<file path="config.mk">
export PLATFORM = sky130hd
export DESIGN_NAME = bst_timing
export DESIGN_NICKNAME = d
export VERILOG_FILES = /design/src/verilog/bst_pkg.sv /design/src/verilog/bst_timing.sv
export VERILOG_INCLUDE_DIRS = /design/src /design/src/verilog
export SDC_FILE = /design/constraint.sdc
export NUM_CORES = 1
export LEC_CHECK = 0
export BUFFER_PORTS_ARGS = -buffer_cell sky130_fd_sc_hd__buf_4
export CAP_MARGIN = 20
export CORE_ASPECT_RATIO = 1.4
export CORE_UTILIZATION = 40
export DETAILED_ROUTE_END_ITERATION = 7
export GPL_TIMING_DRIVEN = 0
export SLEW_MARGIN = 10
export SYNTH_ARGS = -nofsm -noshare
export SYNTH_HDL_FRONTEND = slang
export SYNTH_SLANG_ARGS = --single-unit
export TNS_END_PERCENT = 5
</file>
<file path="constraint.sdc">
create_clock -name clk -period 3.9 [get_ports clk]
set_input_delay 0.585 -clock clk [delete_from_list [all_inputs] [get_ports clk]]
set_output_delay 0.585 -clock clk [all_outputs]
set_load 0.02 [all_outputs]
</file>
<file path="src/verilog/bst_defines.svh">
`ifndef BST_DEFINES_SVH
`define BST_DEFINES_SVH
`define BST_REG_SETTLE_DISCH 8'h28
`define BST_REG_OD_SAMPLE_ZC 8'h29
`define BST_RST_SETTLE_DISCH 8'h11
`define BST_RST_OD_SAMPLE_ZC 8'h0c
`define BST_SETTLE_MSB 7
`define BST_SETTLE_LSB 4
`define BST_DISCH_MSB 3
`define BST_DISCH_LSB 0
`define BST_ODLIM_MSB 5
`define BST_ODLIM_LSB 4
`define BST_SAMPLE_MSB 3
`define BST_SAMPLE_LSB 2
`define BST_ZCW_MSB 1
`define BST_ZCW_LSB 0
`define BST_REG29_MASK 8'h3f
`define BST_CLK_MHZ 40
`define BST_CYC_PER_US `BST_CLK_MHZ
`define BST_CYC_PER_MS (`BST_CLK_MHZ * 1000)
`define BST_OD_25_MS 25
`define BST_OD_50_MS 50
`define BST_OD_100_MS 100
`define BST_ZC_0_US 100
`define BST_ZC_1_US 200
`define BST_ZC_2_US 300
`define BST_ZC_3_US 390
`define BST_SMP_0_US 150
`define BST_SMP_1_US 200
`define BST_SMP_2_US 250
`define BST_SMP_3_US 300
`endif

</file>
<file path="src/verilog/bst_pkg.sv">
package bst_pkg;
  typedef enum logic [1:0] {
    BST_IDLE = 2'b00,
    BST_DISCH = 2'b01,
    BST_SETTLE = 2'b10,
    BST_SAMPLE = 2'b11
  } bst_state_t;

  typedef struct packed {
    logic [3:0] settle;
    logic [3:0] disch;
  } bst_reg28_t;

  typedef struct packed {
    logic [1:0] rsvd;
    logic [1:0] od_limit;
    logic [1:0] sample;
    logic [1:0] zc_win;
  } bst_reg29_t;
endpackage

</file>
<file path="src/verilog/bst_timing.sv">
`timescale 1ns/10ps
`include "bst_defines.svh"
module bst_timing #(
  parameter int OD_CYC_25 = 25 * `BST_CYC_PER_MS,
  parameter int OD_CYC_50 = 50 * `BST_CYC_PER_MS,
  parameter int OD_CYC_100 = 100 * `BST_CYC_PER_MS
) (
  input wire logic clk,
  input wire logic rst_b,
  input wire logic [7:0] reg_addr,
  input wire logic [7:0] reg_wdata,
  input wire logic reg_wr,
  output logic [7:0] reg_rdata,
  input wire logic is_erm,
  input wire logic cal_or_diag,
  input wire logic meas_start,
  input wire logic od_active,
  output logic meas_busy,
  output logic adc_sample,
  output logic od_clamp,
  output logic [15:0] sample_offset_cyc,
  output logic [15:0] zc_window_cyc,
  output logic code_unavail
);
  bst_pkg::bst_reg28_t r28_q;
  bst_pkg::bst_reg29_t r29_q;
  bst_pkg::bst_state_t st_q, st_d;
  logic [13:0] wait_q, wait_d;
  logic [22:0] od_cnt_q;
  logic od_clamp_q, adc_q;
  logic [15:0] smp_q, zcw_q;

  // Wait table in microseconds, LRA and ERM
  function automatic logic [13:0] wait_cyc(input logic [3:0] code, input logic erm);
    logic [8:0] us;
    us = 9'h0;
    if (erm) begin
      unique case (code[1:0])
        2'h0: us = 9'd45;
        2'h1: us = 9'd75;
        2'h2: us = 9'd150;
        default: us = 9'd225;
      endcase
    end else begin
      unique case (code)
        4'h0: us = 9'd15;
        4'h1: us = 9'd25;
        4'h2: us = 9'd50;
        4'h3: us = 9'd75;
        4'h4: us = 9'd90;
        4'h5: us = 9'd105;
        4'h6: us = 9'd120;
        4'h7: us = 9'd135;
        4'h8: us = 9'd150;
        4'h9: us = 9'd165;
        4'ha: us = 9'd180;
        4'hb: us = 9'd195;
        4'hc: us = 9'd210;
        4'hd: us = 9'd235;
        4'he: us = 9'd260;
        default: us = 9'd285;
      endcase
    end
    wait_cyc = 14'(us * `BST_CYC_PER_US);
  endfunction

  wire sel28 = (reg_addr == `BST_REG_SETTLE_DISCH);
  wire sel29 = (reg_addr == `BST_REG_OD_SAMPLE_ZC);
  wire [7:0] r28_raw = r28_q;
  wire [7:0] r29_raw = r29_q;
  assign reg_rdata = sel28 ? r28_raw : (sel29 ? r29_raw : 8'h00);

  wire [3:0] settle_code = r28_q.settle;
  wire [3:0] disch_code = r28_q.disch;
  // ERM codes above 3 are unavailable; flagged and folded onto the code given by their low two bits
  assign code_unavail = is_erm && ((settle_code > 4'h3) || (disch_code > 4'h3));
  wire [13:0] settle_cyc = wait_cyc(settle_code, is_erm);
  wire [13:0] disch_cyc = wait_cyc(disch_code, is_erm);

  // Limit ignored during calibration or diagnostics
  wire od_lim_en = (r29_q.od_limit != 2'h0) && !cal_or_diag;
  wire [22:0] od_lim_cyc = (r29_q.od_limit == 2'h1) ? 23'(OD_CYC_25) :
                           (r29_q.od_limit == 2'h2) ? 23'(OD_CYC_50) : 23'(OD_CYC_100);

  always_comb begin
    st_d = st_q;
    wait_d = wait_q;
    unique case (st_q)
      bst_pkg::BST_IDLE: if (meas_start) begin
        st_d = bst_pkg::BST_DISCH;
        wait_d = disch_cyc - 14'h1;
      end
      bst_pkg::BST_DISCH: if (wait_q == 14'h0) begin
        st_d = bst_pkg::BST_SETTLE;
        wait_d = settle_cyc - 14'h1;
      end else begin
        wait_d = wait_q - 14'h1;
      end
      bst_pkg::BST_SETTLE: if (wait_q == 14'h0) begin
        st_d = bst_pkg::BST_SAMPLE;
      end else begin
        wait_d = wait_q - 14'h1;
      end
      bst_pkg::BST_SAMPLE: st_d = bst_pkg::BST_IDLE;
    endcase
  end

  always_ff @(posedge clk) begin
    if (!rst_b) begin
      r28_q <= `BST_RST_SETTLE_DISCH;
      r29_q <= `BST_RST_OD_SAMPLE_ZC;
    end else if (reg_wr && sel28) begin
      r28_q <= reg_wdata;
    end else if (reg_wr && sel29) begin
      r29_q <= reg_wdata & `BST_REG29_MASK;
    end
  end

  always_ff @(posedge clk) begin
    if (!rst_b) begin
      st_q <= bst_pkg::BST_IDLE;
      wait_q <= 14'h0;
      adc_q <= 1'b0;
    end else begin
      st_q <= st_d;
      wait_q <= wait_d;
      adc_q <= (st_d == bst_pkg::BST_SAMPLE);
    end
  end

  // Counter restarts each overdrive or braking period
  always_ff @(posedge clk) begin
    if (!rst_b || !od_active) begin
      od_cnt_q <= 23'h0;
      od_clamp_q <= 1'b0;
    end else begin
      if (od_cnt_q != od_lim_cyc) od_cnt_q <= od_cnt_q + 23'h1;
      od_clamp_q <= od_lim_en && (od_cnt_q + 23'h1 >= od_lim_cyc);
    end
  end

  wire [15:0] smp_sel = (r29_q.sample == 2'h0) ? 16'(`BST_SMP_0_US * `BST_CYC_PER_US) :
                        (r29_q.sample == 2'h1) ? 16'(`BST_SMP_1_US * `BST_CYC_PER_US) :
                        (r29_q.sample == 2'h2) ? 16'(`BST_SMP_2_US * `BST_CYC_PER_US) :
                        16'(`BST_SMP_3_US * `BST_CYC_PER_US);
  wire [15:0] zcw_sel = (r29_q.zc_win == 2'h0) ? 16'(`BST_ZC_0_US * `BST_CYC_PER_US) :
                        (r29_q.zc_win == 2'h1) ? 16'(`BST_ZC_1_US * `BST_CYC_PER_US) :
                        (r29_q.zc_win == 2'h2) ? 16'(`BST_ZC_2_US * `BST_CYC_PER_US) :
                        16'(`BST_ZC_3_US * `BST_CYC_PER_US);

  always_ff @(posedge clk) begin
    if (!rst_b) begin
      smp_q <= 16'h0;
      zcw_q <= 16'h0;
    end else begin
      smp_q <= smp_sel;
      zcw_q <= zcw_sel;
    end
  end

  assign meas_busy = (st_q != bst_pkg::BST_IDLE);
  assign adc_sample = adc_q;
  assign od_clamp = od_clamp_q && od_active && !cal_or_diag;
  assign sample_offset_cyc = smp_q;
  assign zc_window_cyc = zcw_q;
endmodule

</file>
==> summary.md <==
| Metric | Value |
|---|---|
| Status | `finished, final reports clean` |
| Utilization after layout | `about half` |
| Antenna violations before repair | `0` |
| Commonest non-fill, non-tap cell in the layout | `dfxtp_1` |
| Final non-filler cell total | `about 1,000` |
| Most frequent cells in the layout | `86 x dfxtp_1, 80 x ha_1, 72 x nor2_1, 72 x buf_4, 51 x nand2_1` |
| Power Density | `379.7 nW/um^2` |
| Site Rows | `54` |
| Final hold violation count | `0` |
| Post-Route WL | `approximately 16,000 um` |
| Synth async-reset ratio | `0%` |
| PnR Total Power | `approximately 2.9 mW` |
| Critical Path Fanout Max | `11` |
| Yosys synthesis warning count | `0` |
| Sequential cell area fraction in the yosys report | `27.30%` |
| H-tree Lvls | `3` |
| Share of post-route cells with drive strength above 1 | `15.94%` |
| Worst-margin pin slew | `0.7636 ns` |
| CP Launch Type | `input port` |
| Synth unique cells | `80` |
| Longest Clk Path Bufs | `2` |
| Final Cycle Share | `around 95%` |
| Top_reg_cell synth | `dfxtp_1` |
| Synth area leader | `dfxtp_1` |
| Drt pass-1 iters | `5` |
| Routed Antenna Nets | `0` |
| Reg clk slew, reported paths | `0.07 ns` |
| Worst Hold Class | `in -> reg` |
| GR Util All Layers | `between 20% and 30%` |
| Synth top area cells | `dfxtp_1 27%, ha_1 15%, nor2_1 4.1%` |
| Clk_skew | `~0.0080 ns` |
| Worst setup EP type | `flop` |
| CORE AREA | `between 15,000 and 20,000 um^2` |
| Syn avg cell area | `8.510 um^2` |
| Ant. Diodes | `0` |
| WS Path Type | `in -> reg` |
| Post-cts hold buffer count | `0` |
| Area growth from synthesis to layout | `16.14%` |
| Leak Pwr | `3.370 nW` |
| Worst endpoint data arrival time | `3.94 ns` |
| DP Area | `between 7000 and 8000 um^2` |
| Post-synth top area share | `27.30%` |
| Min cycle time layout | `roughly 3.7 ns` |
| TritonCTS clock tree | `yes` |
| Max cap viols | `0` |
| Ports | `67` |
| DP Wirelength | `12,880 um` |
| CTS buffer count | `9` |
| IO buf count | `53` |
| Largest net degree at the start of global routing | `16` |
| Initial Utilization | `41.46%` |
| Root buffer cell | `clkbuf_16` |
| # setup viols final | `0` |
| Setup Total Neg Slack | `0 ns` |
| Post-Synthesis Cell Area | `between 6000 and 7000 um^2` |
| DRT iter0 DRCs | `230` |
| Max IR drop VDD | `0.3168 mV` |
| Vias in the first global route | `about 5,400` |
| Relative slew slack | `49.09%` |
| Worst Path Required | `4.14 ns` |
| Fill cells | `approximately 1,600` |
| Die H | `~150 um` |
| Cell count after synthesis | `767` |
| Number of remaining DRC errors | `0` |
| Final RePlAce weighted congestion | `0.8549` |
| Clk_lat worst skew | `0.36 ns` |
| CTS Sinks | `slightly below 90` |
| Die area | `roughly 17,000 um^2` |
| Gr ovfl total | `0` |
| Die X-Extent | `110.0 um` |
| Final Max Tran Viols | `0` |
| EDFF count, synth | `0` |
| First-pass GRT wire length | `roughly 26,000 um` |
| DR vias/cell | `approximately 5.3` |
| DP Cell Count | `around 1,000` |
| WL per Instance | `15.63 um` |
| Nets | `~950` |
| Yosys reg bits | `between 80 and 90` |
| Cell area after layout | `between 7000 and 8000 um^2` |
| Fmax | `about 270 MHz` |
| DR vias | `approximately 5,600` |
synthesized netlist by cell type (all sizes together), types with 7 or more instances:
library cell	number
inv	51
nor2b	19
o21a	8
xnor2	28
nand2b	15
ha	80
a21oi	40
nor4	7
xor2	25
nor3b	7
mux2i	12
nand2	51
o21ai	29
nor3	16
nand3	26
and3	7
dfxtp	89
o211ai	9
buf	23
nor2	72
a21boi	16
o221ai	7
a21o	7
clkbuf	12
a211oi	11
o22ai	8
final timing paths:
kind                                           end  slack (ns)                  startpoint  cells after the start
setup / recovery           wait_q[11]$_SDFFE_PN0P_        0.19                      is_erm                     14
hold / removal    sample_offset_cyc[10]$_SDFF_PN0_        0.39                       rst_b                      1
setup reg to reg           wait_q[11]$_SDFFE_PN0P_        0.22  disch_code[0]$_SDFFE_PN1P_                     15
hold reg to reg              r29_q[5]$_SDFFE_PN0P_        0.51       r29_q[5]$_SDFFE_PN0P_                      2
stage by stage:
| step | hold WS (ns) | setup slack [ns] |
|---|---|---|
| final | 0.3906 | 0.1933 |
| after global placement | 0.4929 | -0.6124 |
| after floorplan | 0.4674 | 0.05577 |
| after global routing | 0.3901 | -0.01210 |
| after detailed placement | 0.5020 | -0.6465 |
| after CTS | 0.3840 | 0.03318 |
final cells by class:
class                           instances  area [um^2]  share of cell area, %
Multi-Input combinational cell        603         4447                  58.66
Sequential cell                        89         1785                  23.55
Timing Repair Buffer                   54        405.4                  5.347
Tap cell                              196        245.2                  3.235
Clock buffer                           10        229.0                  3.020
Buffer                                 34        210.2                  2.773
Inverter                               51        191.4                  2.525
Clock inverter                          6        67.56                 0.8912
power by group:
part / total, mW / leakage, nW / switching (mW) / internal [mW]
Clock: 0.890 / 0.139 / 0.390 / 0.499
Sequential: 1.07 / 0.725 / 0.0921 / 0.982
Combinational: 0.914 / 2.51 / 0.523 / 0.392
Total: 2.88 / 3.37 / 1.00 / 1.87
logic make-up (layout without fill, tap and decap cells):
group	Yosys count	count (layout)	share of synthesized area [%]
other	1	12	0.05745
muxes	18	18	2.875
adders and majority gates	82	82	15.95
DFF	89	89	27.30
AOI/OAI and AO/OA	173	173	18.57
xor gates and xnor gates	54	54	7.456
and+or+nand+nor	264	264	21.74
buffers and inverters	86	155	6.057
metal layers:
| layer | vias up | track usage (%) | part of all wire (%) |
|---|---|---|---|
| met5 | - | 0 | 0 |
| met4 | 0 | 10.35 | 3.7 |
| met3 | 33 | 3.113 | 3.3 |
| met2 | 121 | 35.33 | 50 |
| met1 | 2556 | 23.81 | 43 |
| li1 | 2849 | - | - |
critical path: stages:
cell	delay (ns)
buf_4	0.17
buf_6	0.18
clkbuf_4	0.24
mux2_2	0.38
ha_1	0.30
ha_1	0.17
inv_1	0.05
fa_1	0.51
nand2b_1	0.14
nor3b_2	0.27
mux2i_4	0.13
o311a_2	0.35
nor3_1	0.34
o31ai_1	0.11
repair_timing:
item	CTS	global route
gates cloned	0	0
endpoints found under the setup margin	4	3
pin swaps	0	6
gates resized for setup	5	10
setup buffers	0	1
Power figures use the tool's default switching activity.
